[src/hw/ist_pkg.sv]
// Purpose: shared constants and carriers for the slave-transmit port
// Assumes: single system clock, pins synchronised inside the block
// Notes:   no software bus; control and status are plain ports
package ist_pkg;

  // ----------------------------------------------------------------
  // field positions, reset values and count limits
  // ----------------------------------------------------------------
  localparam int unsigned CTL_CLOCK_RELEASE_BIT = 4;
  localparam logic [7:0]  CTL_RESET_VALUE       = 8'h00;
  localparam logic [7:0]  BYTE_RESET_VALUE      = 8'h00;
  localparam logic [3:0]  BIT_COUNT_RESET       = 4'h0;
  localparam logic [3:0]  ACK_CLOCK_NUMBER      = 4'h9;
  localparam logic [3:0]  LAST_DATA_CLOCK       = 4'h8;
  localparam logic [1:0]  SYNC_RESET_VALUE      = 2'h3;
  localparam logic [1:0]  BUF_COUNT_RESET       = 2'h0;
  localparam logic [1:0]  BUF_DEPTH             = 2'h2;

  // ----------------------------------------------------------------
  // carriers
  // ----------------------------------------------------------------
  typedef struct packed {
    logic [7:0] addr_byte;   // matched address byte from address logic
    logic       read_dir;    // direction bit of that byte
  } ist_match_s;

  typedef struct packed {
    logic read_direction;    // read-direction flag of the status
    logic byte_done;         // last byte finished
    logic nack_seen;         // last acknowledge was high
  } ist_status_s;

  typedef enum logic [2:0] {
    ST_IDLE,
    ST_ACK_ADDR,
    ST_STRETCH,
    ST_SHIFT,
    ST_ACK_WAIT
  } ist_state_e;

endpackage : ist_pkg

[src/hw/ist_slave_tx.sv]
// Purpose: slave-transmitter path of a two-wire serial port
// Assumes: address match done outside; bus pins asynchronous
// Notes:   pins are open drain; output enable low means pulling low
`timescale 1ns/1ns
`default_nettype none
module ist_slave_tx
  import ist_pkg::*;
(
  input  wire logic              sys_clk,        // system clock, 50 MHz
  input  wire logic              rst,            // sync reset, active high
  input  wire ist_pkg::ist_match_s match_in,     // matched address data
  input  wire logic              match_valid,    // pulse: address matched
  input  wire logic [7:0]        wr_data,        // byte to transmit
  input  wire logic              wr_valid,       // write into data buffer
  output logic                   wr_ready,       // buffer can take a byte
  input  wire logic [7:0]        ctl_wdata,      // control register value
  input  wire logic              ctl_we,         // control register write
  input  wire logic              irq_clear,      // pulse: clear irq flag
  output logic [7:0]             data_buffer,    // serial data buffer
  output logic [7:0]             ctl_rdata,      // serial port control
  output ist_pkg::ist_status_s   status,         // serial port status
  output logic                   irq_flag,       // serial port irq flag
  input  wire logic              scl_in,         // shared clock pin level
  output logic                   scl_oe_n,       // low: pull clock low
  input  wire logic              sda_in,         // data pin level
  output logic                   sda_oe_n        // low: pull data low
);

  // ----------------------------------------------------------------
  // pin synchronisers
  // ----------------------------------------------------------------
  // index 0 is the clock pin, index 1 the data pin; both reset to the
  // released bus level so that no false edge follows reset
  logic [1:0] pin_raw;
  logic [1:0] pin_s;
  logic       scl_last_reg, scl_last_next;

  assign pin_raw = {sda_in, scl_in};

  genvar gi;
  generate
    for (gi = 0; gi < 2; gi++) begin : g_sync
      logic [1:0] sync_reg, sync_next;

      always_comb begin
        sync_next = {sync_reg[0], pin_raw[gi]};
      end

      always_ff @(posedge sys_clk) begin
        if (rst) begin
          sync_reg <= SYNC_RESET_VALUE;
        end else begin
          sync_reg <= sync_next;
        end
      end

      // only the second stage is seen by the logic
      assign pin_s[gi] = sync_reg[1];
    end
  endgenerate

  always_comb begin
    scl_last_next = pin_s[0];
  end

  always_ff @(posedge sys_clk) begin
    if (rst) begin
      scl_last_reg <= 1'b1;
    end else begin
      scl_last_reg <= scl_last_next;
    end
  end

  logic scl_s, sda_s, scl_rise, scl_fall;
  assign scl_s    = pin_s[0];
  assign sda_s    = pin_s[1];
  // edges lag the pin by two clocks, so the master's low and high
  // times must each span several system clocks
  assign scl_rise = scl_s & ~scl_last_reg;
  assign scl_fall = ~scl_s & scl_last_reg;

  // ----------------------------------------------------------------
  // decode helpers
  // ----------------------------------------------------------------
  // room in the buffer is decoded for the push and for the ready flag
  function automatic logic buf_room(input logic [1:0] cnt);
    return (cnt != BUF_DEPTH);
  endfunction : buf_room

  // ----------------------------------------------------------------
  // two-entry transmit buffer
  // ----------------------------------------------------------------
  // a word written while the shifter is busy waits here, so a stall
  // on the bus side never drops a byte from software
  logic [7:0] buf_mem_reg  [2];
  logic [7:0] buf_mem_next [2];
  logic [1:0] buf_cnt_reg, buf_cnt_next;
  logic       buf_pop;
  logic       buf_valid;
  logic       buf_ready;

  assign buf_valid = (buf_cnt_reg != BUF_COUNT_RESET);
  assign buf_ready = buf_room(buf_cnt_reg);

  always_comb begin
    logic push;
    push         = wr_valid & buf_ready;
    buf_mem_next = buf_mem_reg;
    buf_cnt_next = buf_cnt_reg;
    if (buf_pop & buf_valid) begin
      buf_mem_next[0] = buf_mem_reg[1];
      buf_cnt_next    = buf_cnt_next - 2'h1;
    end
    if (push) begin
      buf_mem_next[buf_cnt_next[0]] = wr_data;
      buf_cnt_next                  = buf_cnt_next + 2'h1;
    end
  end

  always_ff @(posedge sys_clk) begin
    if (rst) begin
      buf_mem_reg[0] <= BYTE_RESET_VALUE;
      buf_mem_reg[1] <= BYTE_RESET_VALUE;
      buf_cnt_reg    <= BUF_COUNT_RESET;
    end else begin
      buf_mem_reg <= buf_mem_next;
      buf_cnt_reg <= buf_cnt_next;
    end
  end

  // ----------------------------------------------------------------
  // transmit sequencer
  // ----------------------------------------------------------------
  ist_state_e  state_reg, state_next;
  logic [7:0]  shift_reg, shift_next;
  logic [7:0]  dbuf_reg, dbuf_next;
  logic [7:0]  ctl_reg, ctl_next;
  logic [3:0]  bitcnt_reg, bitcnt_next;
  ist_status_s stat_reg, stat_next;
  logic        irq_reg, irq_next;
  logic        scl_oe_n_reg, scl_oe_n_next;
  logic        sda_oe_n_reg, sda_oe_n_next;
  logic        wr_ready_reg, wr_ready_next;
  logic        loaded_reg, loaded_next;

  always_comb begin
    logic irq_set;
    irq_set       = 1'b0;
    state_next    = state_reg;
    shift_next    = shift_reg;
    dbuf_next     = dbuf_reg;
    ctl_next      = ctl_reg;
    bitcnt_next   = bitcnt_reg;
    stat_next     = stat_reg;
    scl_oe_n_next = scl_oe_n_reg;
    sda_oe_n_next = sda_oe_n_reg;
    loaded_next   = loaded_reg;
    buf_pop       = 1'b0;
    if (ctl_we) begin
      ctl_next = ctl_wdata;
    end
    case (state_reg)
      ST_IDLE: begin
        scl_oe_n_next = 1'b1;
        sda_oe_n_next = 1'b1;
        if (match_valid & match_in.read_dir) begin
          stat_next.read_direction = 1'b1;
          dbuf_next                = match_in.addr_byte;
          sda_oe_n_next            = 1'b0;
          state_next               = ST_ACK_ADDR;
        end
      end
      ST_ACK_ADDR: begin
        // acknowledge holds through the ninth clock, then stretch
        if (scl_fall) begin
          sda_oe_n_next               = 1'b1;
          scl_oe_n_next               = 1'b0;
          ctl_next[CTL_CLOCK_RELEASE_BIT] = 1'b0;
          irq_set                     = 1'b1;
          loaded_next                 = 1'b0;
          state_next                  = ST_STRETCH;
        end
      end
      ST_STRETCH: begin
        // a byte is taken only while the clock is held, so the shifter
        // never changes under a running transfer
        if (!loaded_reg & buf_valid) begin
          buf_pop     = 1'b1;
          dbuf_next   = buf_mem_reg[0];
          shift_next  = buf_mem_reg[0];
          loaded_next = 1'b1;
        end
        // first bit is set up while the clock is still held low
        sda_oe_n_next = ~loaded_reg | shift_reg[7];
        if (ctl_reg[CTL_CLOCK_RELEASE_BIT] & loaded_reg) begin
          scl_oe_n_next = 1'b1;
          bitcnt_next   = 4'h1;
          state_next    = ST_SHIFT;
        end
      end
      ST_SHIFT: begin
        // master clocks only once the line is free; bits move on fall
        if (scl_fall) begin
          bitcnt_next = bitcnt_reg + 4'h1;
          if (bitcnt_reg == LAST_DATA_CLOCK) begin
            sda_oe_n_next = 1'b1;
            state_next    = ST_ACK_WAIT;
          end else begin
            shift_next    = {shift_reg[6:0], 1'b0};
            sda_oe_n_next = shift_reg[6];
          end
        end
      end
      ST_ACK_WAIT: begin
        // data line is released here; the master owns it for the
        // acknowledge, sampled on the rise and acted on at the fall
        if (scl_rise) begin
          stat_next.nack_seen = sda_s;
          stat_next.byte_done = 1'b1;
        end
        if (scl_fall) begin
          irq_set = 1'b1;
          if (stat_reg.nack_seen) begin
            stat_next     = '0;
            scl_oe_n_next = 1'b1;
            sda_oe_n_next = 1'b1;
            state_next    = ST_IDLE;
          end else begin
            // software loads the next byte and releases the clock
            scl_oe_n_next                   = 1'b0;
            ctl_next[CTL_CLOCK_RELEASE_BIT] = 1'b0;
            loaded_next                     = 1'b0;
            state_next                      = ST_STRETCH;
          end
        end
      end
      default: begin
        state_next = ST_IDLE;
      end
    endcase
    // set wins over a clear in the same cycle
    irq_next      = irq_set | (irq_reg & ~irq_clear);
    wr_ready_next = buf_room(buf_cnt_next);
  end

  always_ff @(posedge sys_clk) begin
    if (rst) begin
      state_reg    <= ST_IDLE;
      shift_reg    <= BYTE_RESET_VALUE;
      dbuf_reg     <= BYTE_RESET_VALUE;
      ctl_reg      <= CTL_RESET_VALUE;
      bitcnt_reg   <= BIT_COUNT_RESET;
      stat_reg     <= '0;
      irq_reg      <= 1'b0;
      scl_oe_n_reg <= 1'b1;
      sda_oe_n_reg <= 1'b1;
      wr_ready_reg <= 1'b0;
      loaded_reg   <= 1'b0;
    end else begin
      state_reg    <= state_next;
      shift_reg    <= shift_next;
      dbuf_reg     <= dbuf_next;
      ctl_reg      <= ctl_next;
      bitcnt_reg   <= bitcnt_next;
      stat_reg     <= stat_next;
      irq_reg      <= irq_next;
      scl_oe_n_reg <= scl_oe_n_next;
      sda_oe_n_reg <= sda_oe_n_next;
      wr_ready_reg <= wr_ready_next;
      loaded_reg   <= loaded_next;
    end
  end

  assign wr_ready    = wr_ready_reg;
  assign data_buffer = dbuf_reg;
  assign ctl_rdata   = ctl_reg;
  assign status      = stat_reg;
  assign irq_flag    = irq_reg;
  assign scl_oe_n    = scl_oe_n_reg;
  assign sda_oe_n    = sda_oe_n_reg;

endmodule : ist_slave_tx
`default_nettype wire

[config.mk]
export PLATFORM = sky130hd
export DESIGN_NAME = ist_slave_tx
export DESIGN_NICKNAME = d
export VERILOG_FILES = /design/src/hw/ist_pkg.sv /design/src/hw/ist_slave_tx.sv
export SDC_FILE = /design/constraint.sdc
export NUM_CORES = 1
export LEC_CHECK = 0
export BUFFER_PORTS_ARGS = -buffer_cell sky130_fd_sc_hd__buf_2
export CAP_MARGIN = 10
export CORE_MARGIN = 2
export CORE_UTILIZATION = 45
export CTS_BUF_LIST = sky130_fd_sc_hd__clkbuf_8
export DETAILED_ROUTE_END_ITERATION = 10
export GPL_TIMING_DRIVEN = 0
export PLACE_DENSITY = 0.64
export SYNTH_ARGS = -nofsm -noshare
export SYNTH_HDL_FRONTEND = slang
export SYNTH_SLANG_ARGS = --single-unit
[constraint.sdc]
create_clock -name sys_clk -period 6.1 [get_ports sys_clk]
set_clock_uncertainty 0.15 [all_clocks]
set_input_delay 0.61 -clock sys_clk [delete_from_list [all_inputs] [get_ports sys_clk]]
set_output_delay 0.61 -clock sys_clk [all_outputs]
set_load 0.1 [all_outputs]
=== After elaboration in Yosys (flattened, before gate mapping) ===
Cells that the tools add are included.

* Output and inout bits: 23
* ROM bits: 0
* Logic and storage cells: 130
* Latch bits: 0
* RAM bits: 0
* Memories: 0
* Bits of input ports: 33
* Flip-flop bits (word level): 62

* Multiplexer cells: 54
* Bitwise gates (word level): 15
* Equality and inequality tests: 17
* Divide/modulo/power cells: 0
* Shift-type cells: 0
* Reduce and logical (&&, ||, !) cells: 19
* $add $sub $neg: 3
* $mul: 0
* Order comparisons: 2

{| class="wikitable"
|+ Operators by type and width
! kind !! count
|-
| two-way mux 8 bit || 6
|-
| one-hot mux 8 bit (2 select lines) || 2
|-
| two-way mux 3 bit || 8
|-
| != test 2 bit (second input constant) || 12
|-
| two-way mux 1 bit || 21
|-
| bitwise mux 16 bit || 1
|-
| two-way mux 16 bit || 1
|-
| one-hot mux 3 bit (5 select lines) || 1
|-
| AND reduction 4 bit || 3
|-
| AND reduction 5 bit || 2
|-
| bitwise AND 1 bit || 8
|-
| demux 8 bit (select 1 bit) || 1
|-
| two-way mux 2 bit || 4
|-
| two-way mux 4 bit || 2
|-
| one-hot mux 4 bit (2 select lines) || 1
|-
| nonzero test 2 bit || 4
|-
| equality test 3 x 2 -> 1 bit (second input constant) || 2
|-
| AND reduction 3 bit || 2
|-
| AND reduction 6 bit || 1
|-
| two-way mux 5 bit || 1
|-
| one-hot mux 1 bit (5 select lines) || 1
|-
| nonzero test 5 bit || 1
|-
| adder 4 x 1 -> 4 bit (second input constant) || 1
|-
| equality test 4 bit (second input constant) || 1
|-
| other kinds (18) || 23
|}

=== Logic depth before layout (Yosys ltp) ===
* Word-level depth: 13
* Gate-level depth with buffers: 9
* Mapped depth without buffers: 7

=== Worst setup path after synthesis ===
OpenSTA, ideal clock, no wires.

* Path type: register -> register
* Start: register state_reg[2]
* End: register wr_ready_reg, in the netlist wr_ready
* Slack: 3750 ps
* Path buffers: 3
* Arrival: 2080 ps
* Stages on the path, launching flop included: 9
* Cell sequence: dfxtp_1 > buf_6 > or4b_4 > buf_6 > or3_4 > buf_6 > nand2_1 > ha_1 > o31a_1

* Word-level cells in the longest chain between the ends: 7

{| class="wikitable"
|+ RTL lines
! item !! RTL line !! RTL
|-
| from (decl) || ist_slave_tx.sv:134 || <nowiki>ist_state_e state_reg, state_next;</nowiki>
|-
| from (signal assigned) || ist_slave_tx.sv:260 || <nowiki>state_reg <= state_next;</nowiki>
|-
| equality test 3 x 2 -> 1 bit * || ist_slave_tx.sv:162 || <nowiki>case (state_reg)</nowiki>
|-
| two-way mux 1 bit * || ist_slave_tx.sv:162 ||
|-
| bitwise AND 1 bit * || ist_slave_tx.sv:110 || <nowiki>if (buf_pop & buf_valid) begin</nowiki>
|-
| two-way mux 2 bit * || ist_slave_tx.sv:110 ||
|-
| adder 2 x 1 -> 2 bit || ist_slave_tx.sv:116 || <nowiki>buf_cnt_next = buf_cnt_next + 2'h1;</nowiki>
|-
| two-way mux 2 bit * || ist_slave_tx.sv:114 || <nowiki>if (push) begin</nowiki>
|-
| via buf_cnt_next[0] || ist_slave_tx.sv:97 || <nowiki>logic [1:0] buf_cnt_reg, buf_cnt_next;</nowiki>
|-
| != test 2 bit * || ist_slave_tx.sv:87 || <nowiki>return (cnt != BUF_DEPTH);</nowiki>
|-
| to (signal assigned) || ist_slave_tx.sv:269 || <nowiki>wr_ready_reg <= wr_ready_next;</nowiki>
|-
| to (decl) || ist_slave_tx.sv:143 || <nowiki>logic wr_ready_reg, wr_ready_next;</nowiki>
|}

The timed path passes the listed nets; every way through them passes the cells marked *.
A chain may end at the register's enable or synchronous reset.

=== Final worst setup path ===
* Start: register bitcnt_reg[0]
* End: register shift_reg[1]

* Word-level cells in the longest chain between the ends: 3

{| class="wikitable"
|+ RTL lines
! item !! RTL line !! RTL
|-
| from (decl) || ist_slave_tx.sv:138 || <nowiki>logic [3:0] bitcnt_reg, bitcnt_next;</nowiki>
|-
| from (signal assigned) || ist_slave_tx.sv:264 || <nowiki>bitcnt_reg <= bitcnt_next;</nowiki>
|-
| equality test 4 bit || ist_slave_tx.sv:205 || <nowiki>if (bitcnt_reg == LAST_DATA_CLOCK) begin</nowiki>
|-
| != test 2 bit (no source line) || - ||
|-
| AND reduction 4 bit (no source line) || - ||
|-
| to (signal assigned) || ist_slave_tx.sv:261 || <nowiki>shift_reg <= shift_next;</nowiki>
|-
| to (decl) || ist_slave_tx.sv:135 || <nowiki>logic [7:0] shift_reg, shift_next;</nowiki>
|}

Every way passes these cells.

==> impl_metrics.env <==
export IMPL_ys_warn_count=0
export IMPL_yosysTopAreaCellShare_pct=41.40
export IMPL_yosysSeqAreaShare_pct=41.40
export IMPL_synth_fp_nets=374
export IMPL_cts_path_max_buffers=2
export IMPL_ant_nets=0
export IMPL_worstPathRequired_ns=6.15
export IMPL_mappedNetlistArea_um2=2998
export IMPL_synth_avg_cell_area_um2=8.922
export IMPL_postCtsResizedCells=0
export IMPL_first_global_vias=2530
export IMPL_internal_power_w=0.0007648
export IMPL_min_period_ns=2.518
export IMPL_critPathMaxStageDelay_ns=0.72
export IMPL_sw_frac_of_total_pct=35.87
export IMPL_synth_most_common_cell="dfxtp_1"
export IMPL_synth_edf_count=0
export IMPL_synth_cell_types=56
export IMPL_post_cts_setup_buffers=0
export IMPL_tritoncts="yes"
export IMPL_yosys_area_top_type="dfxtp_1"
export IMPL_clock_fmax_ghz=0.3972
export IMPL_synth_common_cells="62 x dfxtp_1, 50 x nand2_1, 23 x mux2i_1"
export IMPL_layout_nets=439
export IMPL_grt_pass1_wl_mm=12.05
export IMPL_cts_made_buffers=9
export IMPL_reg2reg_depth=7
export IMPL_fp_dieH_um=85.62
export IMPL_crit_type="flip-flop to flip-flop"
export IMPL_avgRoutedWirePerCell_um=14.84
export IMPL_p_switching_w=0.0004277
export IMPL_initial_core_util_pct=46.94
export IMPL_holdCritPathClass="flip-flop to flip-flop"
export IMPL_antenna_found_initial=0
export IMPL_slew_viol_final=0
export IMPL_ys_dominant_reg_cell="dfxtp_1"
export IMPL_crit_arrival_ns=2.57
export IMPL_crit_fanout=9
export IMPL_startpoint_type="flip-flop"
export IMPL_worst_pin_slew_ns=0.9739
export IMPL_p_leak_nw=1.490
export IMPL_r2r_start="bitcnt_reg[0]"
export IMPL_min_from="g_sync[0].sync_reg[0]"
export IMPL_async_flop_share_pct=0
export IMPL_clock_latency_ns=0.34
export IMPL_hold_viol_final=0
export IMPL_hold_worst_slack_ns=0.2594
export IMPL_final_design_area_no_fill_um2=3586
export IMPL_clkPwrFrac_pct=34.2
export IMPL_dr_pass1_iters=4
export IMPL_r2r_slack_ns=3.58
export IMPL_grt_ovfl_total=0
export IMPL_path_clk_slew_ns=0.08
export IMPL_cts_root_buf="clkbuf_8"
export IMPL_crit_slowest_cell="nor3_1"
export IMPL_die_width_um=85.62
export IMPL_ys_ff_latch=62
export IMPL_place_congestion=0.8264
export IMPL_maxCapViolations=0
export IMPL_htreeDepth=3
export IMPL_hold_depth=1
export IMPL_dr_first_iter_drc_count=170
export IMPL_pwr_share_comb_pct=27.3
export IMPL_maxSlewHeadroom_pct=34.93
export IMPL_wirelength_mm=7.168
export IMPL_power_frac_seq_pct=38.5
export IMPL_via_count=2673
export IMPL_dieArea_um2=7331
export IMPL_synth_area_leaders="dfxtp_1 41%, mux2i_1 7.7%, nand2_1 6.3%, a311oi_1 4.4%, nor3_1 3.3%"
export IMPL_io_pins=56
export IMPL_setup_slack_ns=3.582
export IMPL_status="finished clean"
export IMPL_power_density_nw_per_um2=332.5
export IMPL_finalSetupViolations=0
export IMPL_portBuffers=54
export IMPL_via_per_inst=5.534
export IMPL_hpwl_mm=5.106
export IMPL_period_share_pct=41.27
export IMPL_postCtsHoldBufs=0
export IMPL_rsz0062_at_grt="no"
export IMPL_area_growth_pct=19.62
export IMPL_dpl_cell_area_um2=3364
export IMPL_drc=0
export IMPL_dpl_worst_slack_ns=3.595
export IMPL_holdPathEnd="g_sync[0].sync_reg[1]"
export IMPL_path_cells="inv_1 > ha_1 > and3b_1 > nor3_1 > or2_2 > clkbuf_1 > a311oi_1"
export IMPL_grt_start_max_net_pins=13
export IMPL_antenna_cells=0
export IMPL_grtUsageTotal_pct=20.74
export IMPL_rows=29
export IMPL_cts_sinks=62
export IMPL_peakVddDrop_mv=0.2112
export IMPL_total_power_w=0.001193
export IMPL_end_kind="flip-flop"
export IMPL_setup_tns_final_ns=0
export IMPL_r2r_end="shift_reg[1]"
export IMPL_core_area_um2=6386
export IMPL_drive_gt1_share_pct=24.38
export IMPL_syn_inst=336
==> layout by cell type (no fill, tap or decap), drive strengths merged, types with 6 or more instances in the layout <==
cell and instances:
nor2 17, o31ai 8, dfxtp 62, a311oi 15
buf 65, a21oi 11, inv 8, nand3 6
nand2 50, nor2b 7, mux2i 23, o21ai 7
clkbuf 25, or2 8, nor3 20
==> area by class of cell <==
class                   instances  area, µm²
plain buffers                  27      137.6
clock buffers                   9      123.9
clock inverters                 7      97.59
fillers                       607       2800
inverters                       8      30.03
multi-input cells             239       1589
flip-flops and latches         62       1241
well taps                      77      96.34
repair buffers                 54      270.3
==> layer usage <==
| layer | wire length [µm] | vias up | global-route usage (%) |
|---|---|---|---|
| li1 | - | 1351 | - |
| met3 | 411 | 10 | 4.909 |
| met2 | 3058 | 80 | 31.11 |
| met1 | 3567 | 1232 | 28.41 |
| met4 | 131 | 0 | 9.235 |
| met5 | 0 | - | 0 |
==> logic make-up (layout without fill, tap and decap cells) <==
kind of cell	after synthesis	count (layout)	share of synthesized area (%)
muxes	25	25	8.431
DFF	62	62	41.40
buffers and inverters	35	105	5.593
AOI/OAI and AO/OA	62	62	15.78
and+or+nand+nor	145	145	26.13
adders and majority gates	5	5	2.087
xor gates and xnor gates	2	2	0.5844
==> power by group through the flow <==
stage | clock (W) | sequential [W] | combinational, W
2_1_floorplan | 0 | 0.000580 | 0.000149
3_3_place_gp | 0 | 0.000468 | 0.000321
3_5_place_dp | 0 | 0.000468 | 0.000325
4_1_cts | 0.000416 | 0.000459 | 0.000325
5_1_grt | 0.000434 | 0.000463 | 0.000350
6_report | 0.000408 | 0.000459 | 0.000326
==> worst max-delay path, delay by kind of cell, from the launching register on <==
| family | cells | cell delay (ns) |
|---|---|---|
| buf+inv | 2 | 0.33 |
| compound gates | 1 | 0.15 |
| fa+ha+maj | 1 | 0.19 |
| flops | 1 | 0.40 |
| simple gates | 3 | 1.16 |
==> through the flow <==
| step | utilization [%] | instances |
|---|---|---|
| 2_1_floorplan | - | 336 |
| 3_3_place_gp | 52.68 | 467 |
| 3_5_place_dp | 52.68 | 467 |
| 4_1_cts | 56.15 | 483 |
| 5_1_grt | 56.15 | 483 |
| 6_report | 56.15 | 483 |
==> worst max path at each step <==
stage                  startpoint            to
floorplan            state_reg[2]      wr_ready
global placement    bitcnt_reg[0]  shift_reg[1]
detailed placement  bitcnt_reg[0]  shift_reg[1]
CTS                 bitcnt_reg[0]  shift_reg[1]
global route        bitcnt_reg[0]  shift_reg[1]
finish              bitcnt_reg[0]  shift_reg[1]
Note: power is estimated with default switching activity, not from simulation.
